### src/logic/lcd_timing_consts.vh
// Offsets, field positions, reset values and timing constants of the panel timing generator.
`ifndef LCD_TIMING_CONSTS_VH
`define LCD_TIMING_CONSTS_VH
`define OFS_MODE 12'h000
`define OFS_BYTE_COUNT 12'h004
`define OFS_PULSE_WIDTH 12'h008
`define OFS_LINES 12'h00C
`define OFS_DIVIDER 12'h010
`define OFS_AC_WIDTH 12'h014
`define OFS_UPPER_ADDR 12'h018
`define OFS_LOWER_ADDR 12'h01C
`define OFS_STATUS 12'h020
`define OFS_PIXEL 12'h024
`define MODE_BIN4_DIV 8'h83
`define MODE_BIN8_DIV 8'h87
`define MODE_GRAY4_DIV 8'h8B
`define MODE_BIN4_OR 8'h93
`define MODE_BIN8_OR 8'h97
`define MODE_GRAY4_OR 8'h9B
`define MODE_BIN_DUAL 8'hA3
`define MODE_BIT_ENABLE 7
`define MODE_BIT_WIDE 2
`define MODE_BIT_GRAY 3
`define MODE_BIT_DUAL 5
`define RST_MODE 8'h00
`define RST_BYTE_COUNT 8'h27
`define RST_PULSE_WIDTH 8'h01
`define RST_LINES 10'h0EF
`define RST_DIVIDER 8'h00
`define RST_AC_WIDTH 10'h000
`define FRAME_PULSE_LINES 10'h001
`endif

### src/logic/divide_code_table.v
// Decodes the nonlinear divider and line-pulse codes into decimal ratios.
`timescale 1ns/1ps
module divide_code_table (
  input wire [7:0] divider_code,
  input wire [7:0] width_code,
  output reg [7:0] divide_ratio,
  output reg [7:0] pulse_periods
);
  // Only the documented entries are fixed; other divider codes extrapolate as code plus two, other width codes as twice code.
  always @* begin
    if (divider_code == 8'h00) begin
      divide_ratio = 8'h02; // [RULE6]
    end else if (divider_code == 8'h02) begin
      divide_ratio = 8'h04; // [RULE6]
    end else begin
      divide_ratio = divider_code + 8'h02;
    end
    if (width_code == 8'h29) begin
      pulse_periods = 8'h52; // [RULE10]
    end else if (width_code == 8'h01) begin
      pulse_periods = 8'h02; // [RULE10]
    end else begin
      pulse_periods = {width_code[6:0], 1'b0};
    end
  end
endmodule

### src/logic/lcd_timing_gen.v
// Passive panel timing generator with APB registers and a pixel word port.
// Behaviour
// [RULE1] Mode 0x83 is binary 4-bit division single scan; 0x87 same at 8 bits.
// [RULE2] Mode 0x8B is gray 4-bit division single scan; byte count doubles.
// [RULE3] Mode 0x93 is binary 4-bit OR single scan; 0x97 same at 8 bits.
// [RULE4] Mode 0x9B is gray 4-bit OR single scan.
// [RULE5] Each shift clock carries four or eight data bits by transfer width.
// [RULE6] Divider code maps nonlinearly to ratio: 0x00 gives 2, 0x02 gives 4.
// [RULE7] Byte count field holds bytes per line minus one.
// [RULE8] Ten-bit lines field holds line pulses per frame minus one.
// [RULE9] Software sets lines to rows, or half rows in dual scan.
// [RULE10] Pulse width code maps nonlinearly: 0x29 gives 82, 0x01 gives 2.
// [RULE11] Line is data time, width plus half pulse, plus half period gap.
// [RULE12] Frame is line period times lines; one frame pulse per frame.
// [RULE13] Software keeps decoded pulse width at least two.
// [RULE14] Mode 0xA3 is binary dual scan using two start addresses. Here it runs as 4-bit binary single scan and only passes both addresses out.
// [RULE15] AC-drive toggles only on line pulse falling edge, every set count.
// [RULE16] Line pulse follows the shifted bytes; frame pulse marks first line.
// [RULE17] Shift clock runs only during data; data stable half period each side.
//
// Chosen here: the placing of the registers and the APB slave port.
`timescale 1ns/1ps
`include "lcd_timing_consts.vh"
module lcd_timing_gen (
  input wire pclk,
  input wire presetn,
  input wire clk_en,
  input wire psel,
  input wire penable,
  input wire pwrite,
  input wire [11:0] paddr,
  input wire [31:0] pwdata,
  output reg [31:0] prdata,
  output wire pready,
  output wire pslverr,
  input wire [7:0] pixel_word,
  input wire pixel_valid,
  output wire pixel_ready,
  output reg frame_pulse,
  output reg line_pulse,
  output reg shift_clock,
  output reg ac_drive_clock,
  output reg [7:0] panel_data_bus,
  output wire [31:0] upper_screen_start_address,
  output wire [31:0] lower_screen_start_address
);
  localparam ST_IDLE = 2'b00;
  localparam ST_DATA = 2'b01;
  localparam ST_PULSE = 2'b10;
  localparam ST_GAP = 2'b11;

  reg [7:0] display_mode_select;
  reg [7:0] line_byte_count;
  reg [7:0] line_pulse_width;
  reg [9:0] lines_per_frame;
  reg [7:0] reference_clock_divider;
  reg [9:0] ac_drive_width;
  reg [31:0] upper_addr;
  reg [31:0] lower_addr;
  reg [1:0] state;
  reg [7:0] ref_count;
  reg [1:0] phase;
  reg [9:0] xfer_count;
  reg [9:0] xfer_total;
  reg [8:0] pulse_count;
  reg [9:0] line_count;
  reg [9:0] ac_count;
  reg [7:0] shift_word;
  reg second_nibble;
  reg have_word;
  reg underrun;
  wire [7:0] divide_ratio;
  wire [7:0] pulse_periods;
  wire enabled;
  wire wide;
  wire gray;
  wire mode_ok;
  wire ref_tick;
  wire half_tick;
  wire write_en;
  wire [3:0] phases;
  wire [9:0] next_xfer_total;
  wire [3:0] nibble;
  wire single_xfer;
  wire byte_take;

  divide_code_table codes (
    .divider_code(reference_clock_divider),
    .width_code(line_pulse_width),
    .divide_ratio(divide_ratio),
    .pulse_periods(pulse_periods)
  );

  // Only the documented mode codes start the generator; anything else holds it idle.
  assign mode_ok = (display_mode_select == `MODE_BIN4_DIV) ||
    (display_mode_select == `MODE_BIN8_DIV) ||
    (display_mode_select == `MODE_GRAY4_DIV) ||
    (display_mode_select == `MODE_BIN4_OR) ||
    (display_mode_select == `MODE_BIN8_OR) ||
    (display_mode_select == `MODE_GRAY4_OR) ||
    (display_mode_select == `MODE_BIN_DUAL); // [RULE1] [RULE3] [RULE4] [RULE14]
  assign enabled = mode_ok && display_mode_select[`MODE_BIT_ENABLE];
  assign wide = display_mode_select[`MODE_BIT_WIDE] &&
    !display_mode_select[`MODE_BIT_GRAY]; // [RULE1] [RULE3]
  assign gray = display_mode_select[`MODE_BIT_GRAY]; // [RULE2] [RULE4]
  // A gray byte holds four two-bit pixels and feeds one 4-bit transfer, which is why
  // the byte count doubles; a binary byte needs two transfers at 4 bits, one at 8.
  assign single_xfer = wide || gray; // [RULE2] [RULE5]
  assign next_xfer_total = single_xfer ? {2'b00, line_byte_count} :
    {1'b0, line_byte_count, 1'b1}; // [RULE5] [RULE7] [RULE11]
  // Shift period: 2 reference ticks at 4 bits, 4 at 8 bits; each phase is half of that.
  assign phases = wide ? 4'h4 : 4'h2;
  assign ref_tick = clk_en && enabled && (ref_count == divide_ratio - 8'h01); // [RULE6]
  assign half_tick = ref_tick && ({2'b00, phase} + 4'h1 == {1'b0, phases[3:1]});
  assign nibble = second_nibble ? shift_word[3:0] : shift_word[7:4];
  // A frozen block must not offer to take a byte that it would then miss.
  assign pixel_ready = clk_en && enabled && !have_word;
  assign byte_take = pixel_valid && pixel_ready;
  assign write_en = psel && penable && pwrite;
  assign pready = 1'b1;
  assign pslverr = 1'b0;
  assign upper_screen_start_address = upper_addr; // [RULE14]
  assign lower_screen_start_address = lower_addr; // [RULE14]

  // Register writes and reads are both frozen with clk_en, so a stalled bus sees no change.
  always @(posedge pclk or negedge presetn) begin
    if (!presetn) begin
      display_mode_select <= `RST_MODE;
      line_byte_count <= `RST_BYTE_COUNT;
      line_pulse_width <= `RST_PULSE_WIDTH;
      lines_per_frame <= `RST_LINES;
      reference_clock_divider <= `RST_DIVIDER;
      ac_drive_width <= `RST_AC_WIDTH;
      upper_addr <= 32'h00000000;
      lower_addr <= 32'h00000000;
    end else if (clk_en && write_en) begin
      if (paddr == `OFS_MODE) begin
        display_mode_select <= pwdata[7:0];
      end else if (paddr == `OFS_BYTE_COUNT) begin
        line_byte_count <= pwdata[7:0]; // [RULE7]
      end else if (paddr == `OFS_PULSE_WIDTH) begin
        line_pulse_width <= pwdata[7:0];
      end else if (paddr == `OFS_LINES) begin
        lines_per_frame <= pwdata[9:0]; // [RULE8]
      end else if (paddr == `OFS_DIVIDER) begin
        reference_clock_divider <= pwdata[7:0];
      end else if (paddr == `OFS_AC_WIDTH) begin
        ac_drive_width <= pwdata[9:0];
      end else if (paddr == `OFS_UPPER_ADDR) begin
        upper_addr <= pwdata;
      end else if (paddr == `OFS_LOWER_ADDR) begin
        lower_addr <= pwdata;
      end
    end
  end

  always @(posedge pclk or negedge presetn) begin
    if (!presetn) begin
      prdata <= 32'h00000000;
    end else if (clk_en && psel && !penable && !pwrite) begin
      if (paddr == `OFS_MODE) begin
        prdata <= {24'h000000, display_mode_select};
      end else if (paddr == `OFS_BYTE_COUNT) begin
        prdata <= {24'h000000, line_byte_count};
      end else if (paddr == `OFS_PULSE_WIDTH) begin
        prdata <= {24'h000000, line_pulse_width};
      end else if (paddr == `OFS_LINES) begin
        prdata <= {22'h0, lines_per_frame};
      end else if (paddr == `OFS_DIVIDER) begin
        prdata <= {24'h000000, reference_clock_divider};
      end else if (paddr == `OFS_AC_WIDTH) begin
        prdata <= {22'h0, ac_drive_width};
      end else if (paddr == `OFS_UPPER_ADDR) begin
        prdata <= upper_addr;
      end else if (paddr == `OFS_LOWER_ADDR) begin
        prdata <= lower_addr;
      end else if (paddr == `OFS_STATUS) begin
        prdata <= {underrun, 19'h0, state, line_count};
      end else begin
        prdata <= 32'h00000000;
      end
    end
  end

  // Timing engine; each state step lasts one half shift period.
  always @(posedge pclk or negedge presetn) begin
    if (!presetn) begin
      state <= ST_IDLE;
      ref_count <= 8'h00;
      phase <= 2'b00;
      xfer_count <= 10'h000;
      xfer_total <= 10'h000;
      pulse_count <= 9'h000;
      line_count <= 10'h000;
      ac_count <= 10'h000;
      shift_word <= 8'h00;
      second_nibble <= 1'b0;
      have_word <= 1'b0;
      underrun <= 1'b0;
      frame_pulse <= 1'b0;
      line_pulse <= 1'b0;
      shift_clock <= 1'b0;
      ac_drive_clock <= 1'b0;
      panel_data_bus <= 8'h00;
    end else if (clk_en) begin
      if (byte_take) begin
        have_word <= 1'b1;
        shift_word <= pixel_word;
      end
      // The clear is scheduled first, so a missing byte in the same cycle still sets the flag.
      if (write_en && paddr == `OFS_STATUS && pwdata[31]) begin
        underrun <= 1'b0;
      end
      if (!enabled) begin
        state <= ST_IDLE;
        ref_count <= 8'h00;
        phase <= 2'b00;
        shift_clock <= 1'b0;
        line_pulse <= 1'b0;
        frame_pulse <= 1'b0;
      end else begin
        ref_count <= ref_tick ? 8'h00 : ref_count + 8'h01;
        if (ref_tick) begin
          phase <= half_tick ? 2'b00 : phase + 2'b01;
        end
      end
      if (half_tick) begin
        case (state)
          ST_IDLE: begin
            // Leaving idle always starts a fresh frame, so each frame the panel sees begins at its first line.
            xfer_total <= next_xfer_total;
            xfer_count <= 10'h000;
            line_count <= 10'h000;
            second_nibble <= 1'b0;
            frame_pulse <= 1'b1; // [RULE16]
            state <= ST_DATA;
          end
          ST_DATA: begin
            // Data goes out with the rising edge and holds through the high and next low half,
            // so it stands half a period before and after the falling edge.
            if (!shift_clock) begin
              if (wide) begin
                panel_data_bus <= shift_word; // [RULE5] [RULE17]
              end else begin
                panel_data_bus <= {4'h0, nibble}; // [RULE5] [RULE17]
              end
              // With no byte held the stale one goes out and the miss is flagged.
              if (!have_word) begin
                underrun <= 1'b1;
              end
              shift_clock <= 1'b1; // [RULE17]
            end else begin
              shift_clock <= 1'b0;
              xfer_count <= xfer_count + 10'h001;
              // A byte taken on this very edge belongs to the next transfer, so keep it.
              if ((single_xfer || second_nibble) && !byte_take) begin
                have_word <= 1'b0; // [RULE2] [RULE5]
              end
              second_nibble <= single_xfer ? 1'b0 : !second_nibble;
              if (xfer_count == xfer_total) begin
                line_pulse <= 1'b1; // [RULE11] [RULE16]
                // One extra half period realises the width-plus-half high time.
                pulse_count <= {pulse_periods, 1'b0};
                state <= ST_PULSE;
              end
            end
          end
          ST_PULSE: begin
            if (pulse_count == 9'h000) begin
              line_pulse <= 1'b0; // [RULE11]
              state <= ST_GAP;
              if (ac_count == ac_drive_width) begin
                ac_count <= 10'h000;
                ac_drive_clock <= !ac_drive_clock; // [RULE15]
              end else begin
                ac_count <= ac_count + 10'h001;
              end
            end else begin
              pulse_count <= pulse_count - 9'h001;
            end
          end
          default: begin
            // Half period gap before the next line's first shift edge.
            xfer_count <= 10'h000;
            xfer_total <= next_xfer_total;
            second_nibble <= 1'b0;
            state <= ST_DATA; // [RULE11]
            if (line_count == lines_per_frame) begin
              line_count <= 10'h000; // [RULE8] [RULE12]
              frame_pulse <= 1'b1; // [RULE12] [RULE16]
            end else begin
              line_count <= line_count + 10'h001;
              if (line_count + 10'h001 >= `FRAME_PULSE_LINES) begin
                frame_pulse <= 1'b0;
              end
            end
          end
        endcase
      end
    end
  end
endmodule

### config.mk
export PLATFORM = sky130hd
export DESIGN_NAME = lcd_timing_gen
export DESIGN_NICKNAME = d
export VERILOG_FILES = /design/src/logic/divide_code_table.v /design/src/logic/lcd_timing_gen.v
export VERILOG_INCLUDE_DIRS = /design/src /design/src/logic
export SDC_FILE = /design/constraint.sdc
export NUM_CORES = 1
export LEC_CHECK = 0
export ABC_AREA = 0
export CORE_MARGIN = 5
export CORE_UTILIZATION = 55
export CTS_CLUSTER_SIZE = 14
export DETAILED_ROUTE_END_ITERATION = 6
export DONT_BUFFER_PORTS = 1
export PLACE_DENSITY = 0.7
export SKIP_CTS_REPAIR_TIMING = 1
export SLEW_MARGIN = 20
export SYNTH_ARGS = -nofsm -noshare
export SYNTH_HDL_FRONTEND = slang
export SYNTH_SLANG_ARGS = --single-unit
### constraint.sdc
create_clock -name pclk -period 3.6 [get_ports pclk]
set_clock_uncertainty 0.05 [all_clocks]
set_input_delay 0.54 -clock pclk [delete_from_list [all_inputs] [get_ports pclk]]
set_output_delay 0.54 -clock pclk [all_outputs]
set_load 0.01 [all_outputs]
==> results of run 1 <==
cell type report:
class                      count  area, um^2  share of cell area, %
clock buffer                  37         721                   5.53
clock inverter                 8         120                  0.922
inverter                      29         109                  0.835
multi-input combinational    795        5720                   43.9
sequential                   231        5800                   44.5
tap                          275         344                   2.64
timing repair buffer          29         218                   1.67
flip-flops by register name (all words and copies together) (netlist names), 10 cells and up:
| register | cells |
|---|---|
| upper_screen_start_address | 32 |
| lower_screen_start_address | 32 |
| xfer_count | 10 |
| ac_drive_width | 10 |
| ac_count | 10 |
| prdata | 32 |
| line_count | 10 |
| lines_per_frame | 10 |
cells in the final DEF, fill, tap and decap left out, drive strengths merged, types with 9 or more instances in the layout:
cell type  netlist  layout
a21o             9       9
a21oi           28      28
a22oi           29      29
and3            12      12
buf             24      29
clkbuf          44      37
dfrtp          219     219
dfstp           12      12
ha              13      13
inv             27      27
mux2           132     132
mux2i           28      28
nand2           97      97
nand2b          14      14
nand3           40      40
nand4           13      13
nor2            54      54
nor3            16      16
nor4             9       9
o211ai          10      10
o21ai           93      93
o22ai           15      15
o31ai           23      23
or3              9       9
xnor2           33      33
xor2            16      16
cell families (layout without fill, tap and decap cells):
logic type	Yosys count	count (layout)	synth area share, %
other	2	2	0.0631
adders and majority gates	13	13	1.37
xor gates and xnor gates	49	49	3.60
AOI/OAI and AO/OA	268	268	15.0
and+or+nand+nor	303	303	13.1
muxes	160	160	14.8
DFF	231	231	48.7
buffers and inverters	97	103	3.38
worst max-delay path, cell delays in order (launching register included):
cell,delay [ns]
dfrtp_1,0.39
ha_1,0.35
or3b_1,0.39
a211oi_1,0.30
o21ai_0,0.22
a211oi_2,0.30
nand4_2,0.36
or3_1,0.62
o31ai_1,0.31
stage by stage:
step,worst slack [ns],instances,hold WS [ns]
after floorplan,0.740,1123,0.194
after global placement,0.388,1359,0.206
after detailed placement,0.206,1359,0.207
after CTS,0.235,1404,-0.343
after global routing,0.0214,1404,-0.352
final,0.209,1404,-0.333
power by group:
group,switching (uW),internal [uW],total (uW)
clock network,1030,1600,2630
registers,3.66,2600,2610
logic,22.6,16.4,39.0
path summary, 6_finish.rpt:
| check | from | to | slack, ns | depth (start not counted) |
|---|---|---|---|---|
| min in group pclk | clk_en | ref_count[1] | 0.12 | 2 |
| max | reference_clock_divider[1] | xfer_count[2] | 0.21 | 8 |
| max in group asynchronous | presetn | line_byte_count[5] | 3.35 | 0 |
| max reg2reg | reference_clock_divider[1] | xfer_count[2] | 0.21 | 8 |
| min | presetn | ac_count[8] | -0.33 | 0 |
| min reg2reg | shift_word[2] | shift_word[2] | 0.45 | 1 |
Yosys cell counts, drive strengths merged, types with 6 or more instances:
library cell    n
mux2          132
nand2b         14
xor2           16
a221o           7
mux2i          28
a31oi           8
xnor2          33
nand3          40
o21ai          93
nor2           54
inv            27
dfstp          12
a21oi          28
buf            24
nor4            9
and3           12
a21o            9
o211ai         10
nand2          97
nor3           16
a41oi           6
dfrtp         219
a22oi          29
o22ai          15
o31ai          23
clkbuf         44
nor2b           8
ha             13
nand4          13
or3             9
per-layer routing:
metal  vias up  wire length [um]
met5         -                 0
met4         0               573
met3        42              3260
met2       364             14500
met1      4490             13100
li1       4095                 -
==> impl_metrics.py, run 1 <==
metrics = {
    "status": {
        "run_status": "complete, but fails checks",
        "violations": "negative hold slack",
    },
    "worst_setup_path": {
        "critPathRequiredTime_ns": 3.96,
        "arrival_ns": 3.76,
        "end_kind": "flip-flop",
        "startpoint_type": "flip-flop",
        "path_class": "flip-flop to flip-flop",
        "crit_fanout": 13,
    },
    "routing": {
        "routedWlPerCell_um": 22.4,
        "ant_nets": 0,
        "viasPerCell": 6.40,
        "drt_drc_violations_left": 0,
        "dr.pass1.iters": 5,
        "first_iter_violations": 641,
        "wirelength_mm": 31.4,
        "vias": 8991,
    },
    "synth": {
        "synthesis.area_um2": 11900,
        "yosys_warnings": 0,
        "ys.flop_type": "dfrtp_1",
        "synth_top_area_share_pct": 46.0,
        "syn_avg_cell_area_um2": 10.6,
        "async_flop_share_pct": 100,
        "synth-edff-count": 0,
        "syn_inst": 1123,
        "synth_fp_nets": 1195,
        "yosys-top-cells-area": "dfrtp_1 46%, mux2_2 12%, o21ai_0 3.9%",
        "synthDistinctLibCells": 80,
        "ys_seq_area_share_pct": 48.7,
        "yosysTopAreaCell": "dfrtp_1",
        "synth_seq_cells": 231,
    },
    "sta": {
        "max_freq_mhz": 295,
        "setup_viol": 0,
        "period_share_pct": 94.2,
        "relSlewSlack_pct": 39.9,
        "grt_setup_unrepaired": "false",
        "hold_violations": 225,
        "setup-tns-final_ns": 0,
        "whs_ns": -0.333,
        "fin_crit_ns": 3.39,
        "slew_viol_final": 0,
        "tightest_slew_ns": 0.902,
    },
    "cts": {
        "cts_made_buffers": 25,
        "clk_pin_slew_ns": 0.06,
        "cts.htree.levels": 1,
        "clockBufferDepth": 3,
        "root_buffer": "clkbuf_16",
        "tritoncts": "yes",
        "clkLatencyLatePin_ns": 0.52,
        "clkSinkCount": 231,
    },
    "flow_run": {
        "cap_violations": 0,
    },
    "final_layout": {
        "drive_gt1_share_pct": 20.2,
        "final_nets": 1183,
        "fillers": 1713,
        "num_antenna_cells": 0,
        "fin_area_um2": 13000,
        "fin_util_pct": 61.6,
        "area_growth_pct": 9.41,
    },
    "grt": {
        "grt_pass1_vias": 8753,
        "grt-ovfl-total": 0,
        "busiest_layer": "met2",
        "grt_max_degree": 232,
        "grt_usage_pct": 25.4,
        "use_met1_pct": 35.4,
        "grt_pass1_wl_mm": 50.2,
        "globalRouteMet3Util_pct": 8.17,
        "antenna_found_initial": 1,
        "grtUsageMet2_pct": 39.4,
    },
    "placement": {
        "place_congestion": 0.899,
        "io_buffers": 0,
        "dpl_cell_area_um2": 12200,
        "dp_hpwl_mm": 22.2,
    },
    "floorplanning": {
        "start_util_pct": 56.3,
        "core-area_um2": 21200,
        "fp.dieH_um": 157,
        "design.portCount": 170,
        "dieWidth_um": 157,
        "row_count": 53,
        "dieArea_um2": 24700,
    },
    "hold_path": {
        "hold_class": "primary input to async pin",
    },
    "pwr": {
        "power_uw": 5270,
        "ir_drop_uv": 389,
        "p_leak_uw": 0.00584,
        "p_per_area_nw_per_um2": 404,
    },
}
(Power assumes the default switching activity.)
==> run 2: changes to the inputs <==
--- a/config.mk
+++ b/config.mk
@@ -8,11 +8,10 @@
 export LEC_CHECK = 0
 export ABC_AREA = 0
 export CORE_MARGIN = 5
-export CORE_UTILIZATION = 55
+export CORE_UTILIZATION = 40
 export CTS_CLUSTER_SIZE = 14
 export DETAILED_ROUTE_END_ITERATION = 6
 export DONT_BUFFER_PORTS = 1
-export PLACE_DENSITY = 0.7
 export SKIP_CTS_REPAIR_TIMING = 1
 export SLEW_MARGIN = 20
 export SYNTH_ARGS = -nofsm -noshare
==> run 2 against run 1 <==
The flow still finishes with violations (negative hold slack); critical endpoint is now ac_count[6]; clock power grew 10%; register-to-register slack improved by 0.10 ns; count of clock-buffer cells in the layout did not move; critical path type unchanged; non-clock buffer count rose by 2; power increased by 5.2%; sequential share of layout area shrank 0.86 points; first-iteration DRC count up 6.7%; via count shrank 0.83%.
==> impl_metrics.py, run 2 (synthesized netlist as in run 1, its figures left out) <==
metrics = {
    "status": {
        "run_status": "complete, but fails checks",
        "violations": "negative hold slack",
    },
    "floorplanning": {
        "row_count": 63,
        "core-area_um2": 29500,
        "design.portCount": 170,
        "start_util_pct": 40.4,
        "dieWidth_um": 183,
        "fp.dieH_um": 183,
        "dieArea_um2": 33300,
    },
    "grt": {
        "globalRouteMet3Util_pct": 6.66,
        "antenna_found_initial": 0,
        "grt_pass1_vias": 8913,
        "grt_pass1_wl_mm": 53.1,
        "busiest_layer": "met2",
        "grt_max_degree": 232,
        "grt-ovfl-total": 0,
        "grt_usage_pct": 19.8,
        "use_met1_pct": 26.0,
        "grtUsageMet2_pct": 31.1,
    },
    "routing": {
        "vias": 8916,
        "routedWlPerCell_um": 22.1,
        "ant_nets": 0,
        "viasPerCell": 5.85,
        "drt_drc_violations_left": 0,
        "dr.pass1.iters": 5,
        "wirelength_mm": 33.7,
        "first_iter_violations": 684,
    },
    "final_layout": {
        "final_common_cell": "dfrtp_1",
        "drive_gt1_share_pct": 20.6,
        "final_cell_mix": "219 x dfrtp_1, 132 x mux2_2, 97 x nand2_1",
        "final_nets": 1186,
        "area_growth_pct": 11.6,
        "num_antenna_cells": 0,
    },
    "cts": {
        "tritoncts": "yes",
        "root_buffer": "clkbuf_16",
        "clkLatencyLatePin_ns": 0.53,
        "clk_pin_slew_ns": 0.06,
        "cts.htree.levels": 1,
        "cts_made_buffers": 26,
        "clockBufferDepth": 3,
        "clkSinkCount": 231,
    },
    "worst_setup_path": {
        "arrival_ns": 3.67,
        "critPathRequiredTime_ns": 3.99,
        "path_class": "flip-flop to flip-flop",
        "startpoint_type": "flip-flop",
        "r2r_setup_slack_ns": 0.31,
        "end_kind": "flip-flop",
        "crit_fanout": 11,
    },
    "sta": {
        "period_share_pct": 91.3,
        "tightest_slew_ns": 1.02,
        "hold_violations": 219,
        "setup_viol": 0,
        "fin_crit_ns": 3.29,
        "whs_ns": -0.329,
        "setup-tns-final_ns": 0,
        "slew_viol_final": 0,
        "max_freq_mhz": 304,
        "grt_setup_unrepaired": "false",
        "relSlewSlack_pct": 31.9,
    },
    "placement": {
        "place_congestion": 0.904,
        "dp_hpwl_mm": 24.3,
        "io_buffers": 0,
    },
    "pwr": {
        "ir_drop_uv": 410,
        "p_per_area_nw_per_um2": 417,
        "p_leak_uw": 0.00590,
    },
    "hold_path": {
        "hold_class": "primary input to async pin",
    },
    "flow_run": {
        "cap_violations": 0,
    },
}
## run 2: changes by cell type in the layout (fill, tap and decap cells not counted), sizes merged
cell      previous run  this run
buf                 29        31
bufinv               3         5
clkinv               5         6
clkinvlp             2         1
inv                 27        28
## run 2: critical path: stages (launching register included)
cell and delay (ns):
dfrtp_1 0.38, ha_1 0.35, or3b_1 0.38, a211oi_1 0.30
o21ai_0 0.21, a211oi_2 0.27, nand4_2 0.35, or3_1 0.63
o31ai_1 0.26
## run 2: final cells by class
cell class / count / area (um^2)
clock inverters: 11 / 186
multi-input cells: 795 / 5720
well taps: 390 / 488
fillers: 2775 / 16200
repair buffers: 31 / 233
flip-flops and latches: 231 / 5800
clock buffers: 37 / 753
inverters: 29 / 109
## run 2: where the power goes
group | internal, uW | switching [uW]
Sequential | 2600 | 4.21
Clock | 1810 | 1090
Combinational | 15.6 | 22.8
Total | 4430 | 1110
## run 2: metrics by stage
step           power [uW]  setup slack, ns  util, %  std cells  area (um^2)
2_1_floorplan        2690            0.740        -       1123        11900
3_3_place_gp         2690            0.385     41.9       1476        12300
3_5_place_dp         2690            0.280     41.9       1476        12300
4_1_cts              5590            0.297     45.1       1524        13300
5_1_grt              5700            0.122     45.1       1524        13300
6_report             5550            0.314     45.1       1524        13300
## run 2: final timing paths
kind	start	end	depth (start not counted)
max	reference_clock_divider[1]	ac_count[6]	8
min	presetn	ac_drive_clock	0
max reg2reg	reference_clock_divider[1]	ac_count[6]	8
min reg2reg	shift_word[3]	shift_word[3]	1
max in group asynchronous	presetn	shift_word[2]	0
min in group pclk	pixel_word[1]	shift_word[1]	1
## run 2: metal layers
metal  vias up  wire [um]
met4         0        938
met5         -          0
met3        63       3400
met2       346      15300
li1       4101          -
met1      4406      14000
